## config.mk

```make
export PLATFORM = sky130hd
export DESIGN_NAME = acgr_regs
export DESIGN_NICKNAME = d
export VERILOG_FILES = /design/src/hw/acgr_pkg.sv /design/src/hw/acgr_cfg_if.sv /design/src/hw/acgr_regs.sv /design/src/hw/acgr_chop_timer.sv /design/src/hw/acgr_detect.sv
export SDC_FILE = /design/constraint.sdc
export NUM_CORES = 1
export LEC_CHECK = 0
export BUFFER_PORTS_ARGS = -buffer_cell sky130_fd_sc_hd__buf_2
export CAP_MARGIN = 30
export CORE_MARGIN = 1
export CORE_UTILIZATION = 52
export CTS_CLUSTER_SIZE = 28
export DETAILED_ROUTE_END_ITERATION = 10
export PLACE_DENSITY = 0.81
export SYNTH_ARGS = -nofsm -noshare
export SYNTH_HDL_FRONTEND = slang
export SYNTH_HIERARCHICAL = 1
export SYNTH_SLANG_ARGS = --single-unit
```

## constraint.sdc

```tcl
create_clock -name clk -period 2.8 [get_ports clk]
set_input_delay 0.28 -clock clk [delete_from_list [all_inputs] [get_ports clk]]
set_output_delay 0.28 -clock clk [all_outputs]
set_load 0.01 [all_outputs]
```

## src/hw/acgr_pkg.sv

```systemverilog
package acgr_pkg;

    // ------------------------------------------------------------
    // Register word indices (byte address is four times the index)
    // ------------------------------------------------------------
    localparam logic [3:0]  IDX_CLOCK       = 4'h3;
    localparam logic [3:0]  IDX_GAIN        = 4'h4;
    localparam logic [3:0]  IDX_SPARE       = 4'h5;
    localparam logic [3:0]  IDX_CFG         = 4'h6;
    localparam logic [3:0]  IDX_STATUS      = 4'h7;

    // ------------------------------------------------------------
    // Reset values
    // ------------------------------------------------------------
    localparam logic [1:0]  RST_PWR         = 2'h2;
    localparam logic [15:0] RST_GAIN        = 16'h0000;
    localparam logic [15:0] RST_SPARE       = 16'h0000;
    localparam logic [15:0] RST_CFG         = 16'h0600;

    // ------------------------------------------------------------
    // Field positions
    // ------------------------------------------------------------
    localparam int          PWR_LSB         = 0;
    localparam int          GAIN2_LSB       = 8;
    localparam int          CHANNEL_GAIN_SELECT_LSB       = 4;
    localparam int          GAIN0_LSB       = 0;
    localparam int          CFG_DLY_LSB     = 9;
    localparam int          CFG_CHOP_BIT    = 8;
    localparam int          CFG_MATCH_BIT   = 7;
    localparam int          CFG_THR_LSB     = 4;
    localparam int          CFG_LEN_LSB     = 1;
    localparam int          CFG_DET_BIT     = 0;
    localparam int          STAT_BUSY_BIT   = 0;
    localparam int          STAT_DET_BIT    = 1;

    // Power mode codes; both upper codes mean high resolution
    localparam logic [1:0]  PWR_VERY_LOW    = 2'h0;
    localparam logic [1:0]  PWR_LOW         = 2'h1;

    // Detect window lengths in conversion periods, by code
    localparam logic [11:0] DET_LEN_TABLE [8] = '{12'h080, 12'h100, 12'h200, 12'h300,
                                                  12'h500, 12'h700, 12'hA00, 12'hE00};

    // Chop delay sequencer states, Gray along the path
    typedef enum logic [1:0] {
        CHOP_IDLE = 2'b00,
        CHOP_WAIT = 2'b01,
        CHOP_GO   = 2'b11
    } acgr_chop_state_e;

endpackage

```

## src/hw/acgr_cfg_if.sv

```systemverilog
interface acgr_cfg_if;
    logic [3:0] chopDelay;
    logic       chopEnable;
    logic       channelMatchSelect;
    logic [2:0] thresholdCount;
    logic [2:0] detectLength;
    logic       detectEnable;
    logic       modTick;

    modport ctrl   (output chopDelay, chopEnable, channelMatchSelect, thresholdCount,
                    detectLength, detectEnable, modTick);
    modport chop   (input chopDelay, chopEnable, modTick);
    modport detect (input channelMatchSelect, thresholdCount, detectLength, detectEnable);
endinterface

```

## src/hw/acgr_regs.sv

```systemverilog
// What this block does
// Power mode bits 1:0 give very-low-power at 00, low-power at 01, high-res otherwise.
// Gain bits 10:8 set channel 2 gain to two to the code, resetting to gain 1.
// Gain bits 6:4 set channel 1 gain to two to the code, resetting to gain 1.
// Gain bits 2:0 set channel 0 gain to two to the code, resetting to gain 1.
// The gain register sits at index 4, resets to zero, and takes zeros in reserved bits; the code stores reserved bits as written.
// A spare read/write word at index 5 resets to zero and is only written with zeros.
// The configuration register sits at index 6 and resets to 0600h.
// Configuration holds chop delay, chop enable, match select, threshold, length, enable.
// Chop delay waits two to the code plus one modulator periods before measuring.
// Match select zero fires on any qualifying channel, one only on all channels.
// Detection needs two to the threshold code exceedances within a window.
// Detect length picks a window of 128 up to 3584 conversion periods by code.
module acgr_regs #(
    parameter int ADDR_W  = 8,
    parameter int MOD_DIV = 2
) (
    input  wire logic              clk,
    input  wire logic              reset_n,
    input  wire logic              psel,
    input  wire logic              penable,
    input  wire logic              pwrite,
    input  wire logic [ADDR_W-1:0] paddr,
    input  wire logic [31:0]       pwdata,
    output logic      [31:0]       prdata,
    output logic                   pready,
    output logic                   pslverr,
    input  wire logic              convTick,
    input  wire logic [2:0]        chExceed,
    input  wire logic              measRequest,
    output logic                   powerVeryLow,
    output logic                   powerLow,
    output logic                   powerHighRes,
    output logic      [7:0]        ch0AmpGain,
    output logic      [7:0]        ch1AmpGain,
    output logic      [7:0]        ch2AmpGain,
    output logic                   chopEnable,
    output logic                   chopBusy,
    output logic                   measGo,
    output logic                   detectEnable,
    output logic                   currentDetect
);

    // ------------------------------------------------------------
    // Helpers
    // ------------------------------------------------------------

    // Word decode; misaligned or high addresses match nothing
    function automatic logic hitWord(input logic [ADDR_W-1:0] a, input logic [3:0] idx);
        hitWord = (a[ADDR_W-1:6] == '0) && (a[5:2] == idx) && (a[1:0] == 2'h0);
    endfunction

    // Power-of-two gain code to one-hot gain factor
    function automatic logic [7:0] gainFactor(input logic [2:0] code);
        gainFactor = 8'(8'h01 << code);
    endfunction

    // ------------------------------------------------------------
    // Storage
    // ------------------------------------------------------------
    logic [1:0]  pwrSel_reg;
    logic [15:0] gain_reg;
    logic [15:0] spare_reg;
    logic [15:0] cfg_reg;
    logic        detFlag_reg;
    logic [31:0] prdata_reg;
    logic        pready_reg;
    logic        pslverr_reg;
    logic [15:0] modCnt_reg;
    logic        modTick_reg;

    logic [1:0]  pwrSel_next;
    logic [15:0] gain_next;
    logic [15:0] spare_next;
    logic [15:0] cfg_next;
    logic        detFlag_next;
    logic [31:0] prdata_next;

    logic        chopBusyInt;
    logic        measGoInt;
    logic        detPulse;

    acgr_cfg_if cfgBus ();

    // ------------------------------------------------------------
    // APB decode
    // ------------------------------------------------------------

    // Setup samples the address; the access edge with pready commits
    wire setupPhase = psel && !penable;
    wire accessDone = psel && penable && pready_reg;
    wire wrEn       = accessDone && pwrite;

    wire hitClock   = hitWord(paddr, acgr_pkg::IDX_CLOCK);
    wire hitGain    = hitWord(paddr, acgr_pkg::IDX_GAIN);
    wire hitSpare   = hitWord(paddr, acgr_pkg::IDX_SPARE);
    wire hitCfg     = hitWord(paddr, acgr_pkg::IDX_CFG);
    wire hitStatus  = hitWord(paddr, acgr_pkg::IDX_STATUS);
    wire mapped     = hitClock || hitGain || hitSpare || hitCfg || hitStatus;

    // Status word shows live sequencer state and the sticky detect flag
    wire [15:0] statusWord = 16'((16'(chopBusyInt) << acgr_pkg::STAT_BUSY_BIT) |
                                 (16'(detFlag_reg) << acgr_pkg::STAT_DET_BIT));

    // Read mux; bits above the sixteen stored ones read as zero
    wire [15:0] readWord = hitClock  ? {14'h0000, pwrSel_reg} :
                           hitGain   ? gain_reg :
                           hitSpare  ? spare_reg :
                           hitCfg    ? cfg_reg :
                           hitStatus ? statusWord : 16'h0000;

    assign prdata_next = setupPhase ? {16'h0000, readWord} : prdata_reg;

    // ------------------------------------------------------------
    // Write paths
    // ------------------------------------------------------------

    // Reserved bits of the gain, spare and config words are stored as written so software reads back its own value
    assign pwrSel_next = (wrEn && hitClock) ? pwdata[acgr_pkg::PWR_LSB +: 2] : pwrSel_reg;
    assign gain_next   = (wrEn && hitGain)  ? pwdata[15:0] : gain_reg;
    assign spare_next  = (wrEn && hitSpare) ? pwdata[15:0] : spare_reg;
    assign cfg_next    = (wrEn && hitCfg)   ? pwdata[15:0] : cfg_reg;

    // Write one to clear; a detection in the same cycle keeps the flag set
    assign detFlag_next = detPulse ||
                          (detFlag_reg && !(wrEn && hitStatus && pwdata[acgr_pkg::STAT_DET_BIT]));

    // ------------------------------------------------------------
    // Register file
    // ------------------------------------------------------------

    // Configuration words
    always_ff @(posedge clk or negedge reset_n)
    begin
        if (!reset_n)
        begin
            pwrSel_reg  <= acgr_pkg::RST_PWR;
            gain_reg    <= acgr_pkg::RST_GAIN;
            spare_reg   <= acgr_pkg::RST_SPARE;
            cfg_reg     <= acgr_pkg::RST_CFG;
            detFlag_reg <= 1'b0;
        end
        else
        begin
            pwrSel_reg  <= pwrSel_next;
            gain_reg    <= gain_next;
            spare_reg   <= spare_next;
            cfg_reg     <= cfg_next;
            detFlag_reg <= detFlag_next;
        end
    end

    // Bus answer; one access cycle, so no wait states ever
    always_ff @(posedge clk or negedge reset_n)
    begin
        if (!reset_n)
        begin
            prdata_reg  <= 32'h00000000;
            pready_reg  <= 1'b0;
            pslverr_reg <= 1'b0;
        end
        else
        begin
            prdata_reg  <= prdata_next;
            pready_reg  <= setupPhase;
            pslverr_reg <= setupPhase ? !mapped : pslverr_reg && !accessDone;
        end
    end

    assign prdata  = prdata_reg;
    assign pready  = pready_reg;
    assign pslverr = pslverr_reg;

    // ------------------------------------------------------------
    // Modulator-rate enable
    // ------------------------------------------------------------

    // Divider stands in for the modulator clock; keeps one clock domain
    always_ff @(posedge clk or negedge reset_n)
    begin
        if (!reset_n)
        begin
            modCnt_reg  <= 16'h0000;
            modTick_reg <= 1'b0;
        end
        else
        begin
            modCnt_reg  <= (modCnt_reg == 16'(MOD_DIV - 1)) ? 16'h0000 : modCnt_reg + 16'h0001;
            modTick_reg <= (modCnt_reg == 16'(MOD_DIV - 1));
        end
    end

    // ------------------------------------------------------------
    // Configuration fields to the sequencers
    // ------------------------------------------------------------
    assign cfgBus.chopDelay          = cfg_reg[acgr_pkg::CFG_DLY_LSB +: 4];
    assign cfgBus.chopEnable         = cfg_reg[acgr_pkg::CFG_CHOP_BIT];
    assign cfgBus.channelMatchSelect = cfg_reg[acgr_pkg::CFG_MATCH_BIT];
    assign cfgBus.thresholdCount     = cfg_reg[acgr_pkg::CFG_THR_LSB +: 3];
    assign cfgBus.detectLength       = cfg_reg[acgr_pkg::CFG_LEN_LSB +: 3];
    assign cfgBus.detectEnable       = cfg_reg[acgr_pkg::CFG_DET_BIT];
    assign cfgBus.modTick            = modTick_reg;

    acgr_chop_timer u_chop (
        .clk         (clk),
        .reset_n     (reset_n),
        .cfgBus      (cfgBus.chop),
        .measRequest (measRequest),
        .busy        (chopBusyInt),
        .measGo      (measGoInt)
    );

    acgr_detect u_detect (
        .clk      (clk),
        .reset_n  (reset_n),
        .cfgBus   (cfgBus.detect),
        .convTick (convTick),
        .chExceed (chExceed),
        .detPulse (detPulse)
    );

    // ------------------------------------------------------------
    // Decoded outputs
    // ------------------------------------------------------------

    // Registered one cycle after the field so every output is a flop
    always_ff @(posedge clk or negedge reset_n)
    begin
        if (!reset_n)
        begin
            powerVeryLow  <= 1'b0;
            powerLow      <= 1'b0;
            powerHighRes  <= 1'b1;
            ch0AmpGain    <= 8'h01;
            ch1AmpGain    <= 8'h01;
            ch2AmpGain    <= 8'h01;
            chopEnable    <= 1'b0;
            detectEnable  <= 1'b0;
            chopBusy      <= 1'b0;
            measGo        <= 1'b0;
            currentDetect <= 1'b0;
        end
        else
        begin
            powerVeryLow  <= (pwrSel_reg == acgr_pkg::PWR_VERY_LOW);
            powerLow      <= (pwrSel_reg == acgr_pkg::PWR_LOW);
            powerHighRes  <= pwrSel_reg[1];
            ch0AmpGain    <= gainFactor(gain_reg[acgr_pkg::GAIN0_LSB +: 3]);
            ch1AmpGain    <= gainFactor(gain_reg[acgr_pkg::CHANNEL_GAIN_SELECT_LSB +: 3]);
            ch2AmpGain    <= gainFactor(gain_reg[acgr_pkg::GAIN2_LSB +: 3]);
            chopEnable    <= cfgBus.chopEnable;
            detectEnable  <= cfgBus.detectEnable;
            chopBusy      <= chopBusyInt;
            measGo        <= measGoInt;
            currentDetect <= detPulse;
        end
    end

    // ------------------------------------------------------------
    // Checks
    // ------------------------------------------------------------
    power_mode_a: assert property (@(posedge clk) disable iff (!reset_n)
        (wrEn && hitClock) |-> ##2 (powerHighRes == $past(pwdata[1], 2) &&
            powerVeryLow == ($past(pwdata[1:0], 2) == 2'h0) &&
            powerLow == ($past(pwdata[1:0], 2) == 2'h1)))
        else $error("power mode decode wrong");
    gain_two_a: assert property (@(posedge clk) disable iff (!reset_n)
        (wrEn && hitGain) |-> ##2 (ch2AmpGain == gainFactor($past(pwdata[10:8], 2))))
        else $error("channel 2 gain wrong");
    gain_one_a: assert property (@(posedge clk) disable iff (!reset_n)
        (wrEn && hitGain) |-> ##2 (ch1AmpGain == gainFactor($past(pwdata[6:4], 2))))
        else $error("channel 1 gain wrong");
    gain_zero_a: assert property (@(posedge clk) disable iff (!reset_n)
        (wrEn && hitGain) |-> ##2 (ch0AmpGain == gainFactor($past(pwdata[2:0], 2))))
        else $error("channel 0 gain wrong");
    gain_read_a: assert property (@(posedge clk) disable iff (!reset_n)
        (setupPhase && hitGain) |=> (prdata == {16'h0000, $past(gain_reg)}))
        else $error("gain read back wrong");
    spare_read_a: assert property (@(posedge clk) disable iff (!reset_n)
        (setupPhase && hitSpare) |=> (prdata == {16'h0000, $past(spare_reg)}))
        else $error("spare word read back wrong");
    cfg_fields_a: assert property (@(posedge clk) disable iff (!reset_n)
        (wrEn && hitCfg) |=> (cfgBus.chopDelay == $past(pwdata[12:9]) &&
            cfgBus.detectLength == $past(pwdata[3:1]) && cfgBus.detectEnable == $past(pwdata[0])))
        else $error("configuration fields wrong");
    cfg_reset_a: assert property (@(posedge clk)
        $rose(reset_n) |-> (cfg_reg == 16'h0600))
        else $error("configuration reset value wrong");
    unmapped_a: assert property (@(posedge clk) disable iff (!reset_n)
        (setupPhase && !mapped) |=> (pready && pslverr && prdata == 32'h00000000))
        else $error("unmapped access not refused");

endmodule

```

## src/hw/acgr_chop_timer.sv

```systemverilog
module acgr_chop_timer (
    input  wire logic  clk,
    input  wire logic  reset_n,
    acgr_cfg_if.chop   cfgBus,
    input  wire logic  measRequest,
    output logic       busy,
    output logic       measGo
);
    acgr_pkg::acgr_chop_state_e state_reg;
    acgr_pkg::acgr_chop_state_e state_next;
    logic [16:0]                waitCnt_reg;
    logic [17:0]                hlpTicks;

    // Wait is two to the power code plus one modulator periods
    wire [16:0] target   = 17'(17'h00002 << cfgBus.chopDelay);
    wire        lastTick = cfgBus.modTick && (waitCnt_reg == target - 17'h00001);

    // Next state
    always_comb
    begin
        state_next = state_reg;
        unique case (state_reg)
            acgr_pkg::CHOP_IDLE:
                if (measRequest)
                    state_next = cfgBus.chopEnable ? acgr_pkg::CHOP_WAIT : acgr_pkg::CHOP_GO;
            acgr_pkg::CHOP_WAIT:
                if (lastTick)
                    state_next = acgr_pkg::CHOP_GO;
            acgr_pkg::CHOP_GO:
                state_next = acgr_pkg::CHOP_IDLE;
        endcase
    end

    // State, tick counter and registered outputs
    always_ff @(posedge clk or negedge reset_n)
    begin
        if (!reset_n)
        begin
            state_reg   <= acgr_pkg::CHOP_IDLE;
            waitCnt_reg <= 17'h00000;
            busy        <= 1'b0;
            measGo      <= 1'b0;
        end
        else
        begin
            state_reg   <= state_next;
            waitCnt_reg <= (state_reg != acgr_pkg::CHOP_WAIT) ? 17'h00000 :
                           cfgBus.modTick ? waitCnt_reg + 17'h00001 : waitCnt_reg;
            busy        <= (state_next == acgr_pkg::CHOP_WAIT);
            measGo      <= (state_next == acgr_pkg::CHOP_GO);
        end
    end

    // Independent tick tally for checking the delay
    always_ff @(posedge clk or negedge reset_n)
    begin
        if (!reset_n)
            hlpTicks <= 18'h00000;
        else
            hlpTicks <= !busy ? 18'h00000 : (cfgBus.modTick ? hlpTicks + 18'h00001 : hlpTicks);
    end

    chop_delay_a: assert property (@(posedge clk) disable iff (!reset_n)
        (measGo && $past(busy)) |-> (hlpTicks == {1'b0, $past(target)}))
        else $error("chop delay length wrong");
endmodule

```

## src/hw/acgr_detect.sv

```systemverilog
module acgr_detect (
    input  wire logic  clk,
    input  wire logic  reset_n,
    acgr_cfg_if.detect cfgBus,
    input  wire logic  convTick,
    input  wire logic  [2:0] chExceed,
    output logic       detPulse
);
    logic [11:0] winCnt_reg;
    logic [7:0]  hitCnt_reg;

    // Any or all channels must exceed, per match select
    wire         match   = cfgBus.channelMatchSelect ? (&chExceed) : (|chExceed);
    wire [11:0]  len     = acgr_pkg::DET_LEN_TABLE[cfgBus.detectLength];
    wire [7:0]   need    = 8'(8'h01 << cfgBus.thresholdCount);
    wire [7:0]   hitNext = hitCnt_reg + {7'h00, match};
    wire         trigger = match && (hitNext >= need);
    wire         winEnd  = (winCnt_reg == len - 12'h001);

    // Window and exceedance counters; the exceedance count restarts after each detection, both restart at window end
    always_ff @(posedge clk or negedge reset_n)
    begin
        if (!reset_n)
        begin
            winCnt_reg <= 12'h000;
            hitCnt_reg <= 8'h00;
            detPulse   <= 1'b0;
        end
        else if (!cfgBus.detectEnable)
        begin
            winCnt_reg <= 12'h000;
            hitCnt_reg <= 8'h00;
            detPulse   <= 1'b0;
        end
        else
        begin
            detPulse <= convTick && trigger;
            if (convTick)
            begin
                winCnt_reg <= winEnd ? 12'h000 : winCnt_reg + 12'h001;
                hitCnt_reg <= (winEnd || trigger) ? 8'h00 : hitNext;
            end
        end
    end

    det_match_a: assert property (@(posedge clk) disable iff (!reset_n)
        detPulse |-> $past($countones(chExceed) >= (cfgBus.channelMatchSelect ? 3 : 1)))
        else $error("detection without qualifying channels");
    det_count_a: assert property (@(posedge clk) disable iff (!reset_n)
        detPulse |-> ($past(hitNext) == $past(need)))
        else $error("detection at wrong exceedance count");
    det_window_a: assert property (@(posedge clk) disable iff (!reset_n)
        (cfgBus.detectEnable && convTick && winEnd) |=> (winCnt_reg == 12'h000))
        else $error("detect window did not restart");
endmodule

```

==> results_dict.tcl <==
set metrics [dict create \
    nFillCells 1179 \
    preCtsSetupSlack_ps -216 \
    grt_pass1_vias 5768 \
    status "complete, no violations" \
    synth_xor_area_share_pct 4.99 \
    grt_antenna_before_repair 0 \
    worst_slack_ps 76.4 \
    initialDrtViolationCount 446 \
    path_clk_slew_ps 60 \
    clk_latency_ps 420 \
    hold_viol_final 0 \
    numClockSinks 160 \
    cp_num_cells 13 \
    post-route-drc-count 0 \
    yosys-top-cells-count "dfrtp_1, nand2_1, nor2_1" \
    reg2reg_depth 13 \
    peakVddDrop_mv 0.422 \
    netlist_instances 756 \
    cts_buffers 17 \
    nets 915 \
    antenna_cells 0 \
    cp_top_family "simple AND/OR/NAND/NOR gates" \
    synth_area_leaders "dfrtp_1, mux2_2, nand2_1" \
    ff2ff_setup_slack_ps 80 \
    crit_arrival_ps 3080 \
    placed_cell_area_um2 8660 \
    yosys.area_share.simple_pct 19.0 \
    num_io_pins 116 \
    synth-async-reset-ratio_pct 100 \
    via_per_inst 5.70 \
    die_area_um2 16000 \
    worstSetupPathType "reg2reg" \
    synth_compound_area_share_pct 10.1 \
    cp-start-kind "register" \
    grt_pass1_wl_mm 28.5 \
    multi_input_area_um2 3840 \
    crit_chain "nand2_2 > o2bb2ai_4 > ha_4 > ha_4 > nand3_4 > buf_4 > xnor2_2 > ha_2 > nand4_1 > nor3_1 > o31a_1 > nor3_4 > a22o_1" \
    register_area_um2 4010 \
    worst_slew_pin_slew_ps 794 \
    p_leak_nw 4.65 \
    critPathBufInv 1 \
    ys_warn_count 6 \
    vias 5989 \
    largest_reg_flops 17 \
    fin_crit_ps 2720 \
    grt_use_total_pct 22.8 \
    fin_crit_sh_pct 97.3 \
    yosys.area.top_type_share_pct 47.4 \
    first_pass_iters 5 \
    synth-edff-count 0 \
    setup_viol 0 \
    io_buffer_count 83 \
    post-dp-hpwl_mm 11.7 \
    die_h_um 127 \
    cts_buffer_depth 2 \
    synth.yosys.seq_area_share_pct 49.7 \
    synth_cell_types 74 \
    skew_ps 6.88 \
    globalplace.congestion 0.838 \
    cp-end-kind "register" \
    slew_violations 0 \
    path_max_fanout 7 \
    synth_top_family_by_area "simple AND/OR/NAND/NOR gates" \
    finalPower_w 0.00502 \
    slowest_stage "dfrtp_2" \
    num_rows 45 \
    grt_overflow 0 \
    crit_path_frequent_cell "ha_4" \
    synth_fa_ha_area_share_pct 2.48 \
    coreArea_um2 15200 \
    syn_area_um2 8080 \
    wl_mm 17.4 \
    cts_tree "built" \
    design_area_um2 9490 \
    cts-root-buf "clkbuf_16" \
    whs_path_depth 2 \
    critPathMaxStageDelay_ps 440 \
    synth-main-ff-cell "dfrtp_1" \
    start_util_pct 53.1 \
    hold_slack_ps 127 \
    ys_ff_latch 160 \
    slew_headroom_pct 46.9 \
    grt_max_degree 67 \
    wl_per_cell_um 16.6 \
    rsz0062_at_grt "yes" \
    post-synth-top-count-cell "dfrtp_1" \
    drive_gt1_share_pct 29.8 \
    area_growth_pct 17.4 \
    synth_top_area_cell "dfrtp_1" \
    min_path_type "in2reg" \
    powerDensity_nw_per_um2 529 \
    h-tree-depth 4 \
    cp.required_ps 3150 \
    die_w_um 127 \
    ant_nets 0 \
    synthMuxAreaShare_pct 8.15 \
    avgSynthCellArea_um2 10.7 \
    max_cap_violations 0 \
    max_freq_ghz 0.367 \
]
==> final timing paths <==
| path | end | startpoint |
|---|---|---|
| min in group asynchronous | u_detect/hitCnt_reg[1] | reset_n |
| worst max register to register | u_detect/hitCnt_reg[7] | cfg_reg[7] |
| worst min-delay path | gain_reg[8] | pwdata[8] |
| max in group asynchronous | cfg_reg[10] | reset_n |
| worst max-delay path | u_detect/hitCnt_reg[7] | cfg_reg[7] |
| worst min register to register | measGo | u_chop/measGo |
==> worst register-to-register path: cells and delay by family (launching register included) <==
family                     cells  cell delay [ps]
and+or+nand+nor                5              660
adders and majority gates      3              620
AOI/OAI and AO/OA              3              600
DFF                            1              440
xor gates and xnor gates       1              170
buffers and inverters          1              160
==> through the flow <==
stage / utilization [%] / TNS, ps / std cells
global route: 62.4 / -451 / 1050
global placement: 57.0 / -552 / 1010
finish: 62.4 / 0 / 1050
detailed placement: 57.0 / -1660 / 1010
floorplan: - / 0 / 771
CTS: 61.5 / 0 / 1047
==> routing by layer <==
metal  vias to the layer above  global-route usage [%]  routed length [um]
met5                         -                       0                   0
met4                         0                    8.65                 410
met3                        33                    5.82                 924
met2                       177                    37.8                8610
met1                      2971                    28.6                7450
li1                       2808                       -                   -
==> power by group <==
part           total (W)  internal (W)  leakage [nW]  switching, W
logic           0.000320      0.000105          2.18      0.000216
clock network    0.00228       0.00132         0.280      0.000960
registers        0.00241       0.00237          2.19     0.0000455
==> cell usage in the layout (no fill, tap or decap), types with 4 or more instances in the layout <==
| cell | instances |
|---|---|
| buf_4 | 30 |
| and3b_1 | 6 |
| clkinv_4 | 5 |
| ha_1 | 10 |
| o221ai_1 | 16 |
| nor2b_1 | 17 |
| mux2_4 | 11 |
| nor3b_1 | 13 |
| nor2_1 | 42 |
| nand3b_1 | 6 |
| clkbuf_16 | 17 |
| xnor2_1 | 16 |
| mux2_2 | 42 |
| nand3_1 | 22 |
| conb_1 | 16 |
| o21ai_0 | 25 |
| nand2b_1 | 5 |
| buf_2 | 82 |
| a21o_1 | 5 |
| dfstp_2 | 7 |
| dfrtp_1 | 152 |
| nor3_1 | 16 |
| inv_1 | 28 |
| or3_1 | 5 |
| and3_1 | 20 |
| xor2_1 | 25 |
| o31ai_1 | 4 |
| nand4_1 | 14 |
| a21oi_1 | 29 |
| a22o_1 | 7 |
| nand2_1 | 69 |
==> cell type report <==
class,count,share of cell area [%]
sequential,160,42.3
clock buffer,17,4.48
timing repair buffer,117,7.37
inverter,29,1.15
tap,188,2.48
clock inverter,15,1.71
multi-input combinational,524,40.5
==> kinds of logic (layout without fill, tap and decap cells) <==
logic type,Yosys count,after routing
flip-flops,160,160
adder cells (fa/ha/maj),16,16
AO/OA/AOI/OAI,117,117
buffers and inverters,87,178
other,1,16
AND/OR/NAND/NOR,274,274
XOR/XNOR,46,46
multiplexers,55,55
==> repair_timing <==
action                                 in CTS  in global routing
gates resized for setup                    13                 20
hold buffers                                1                  0
buffers inserted                            4                  3
setup endpoints to repair                   8                  9
endpoints found under the hold margin      61                  0
pin swaps                                  11                 17
Note: power is estimated with default switching activity, not from simulation.
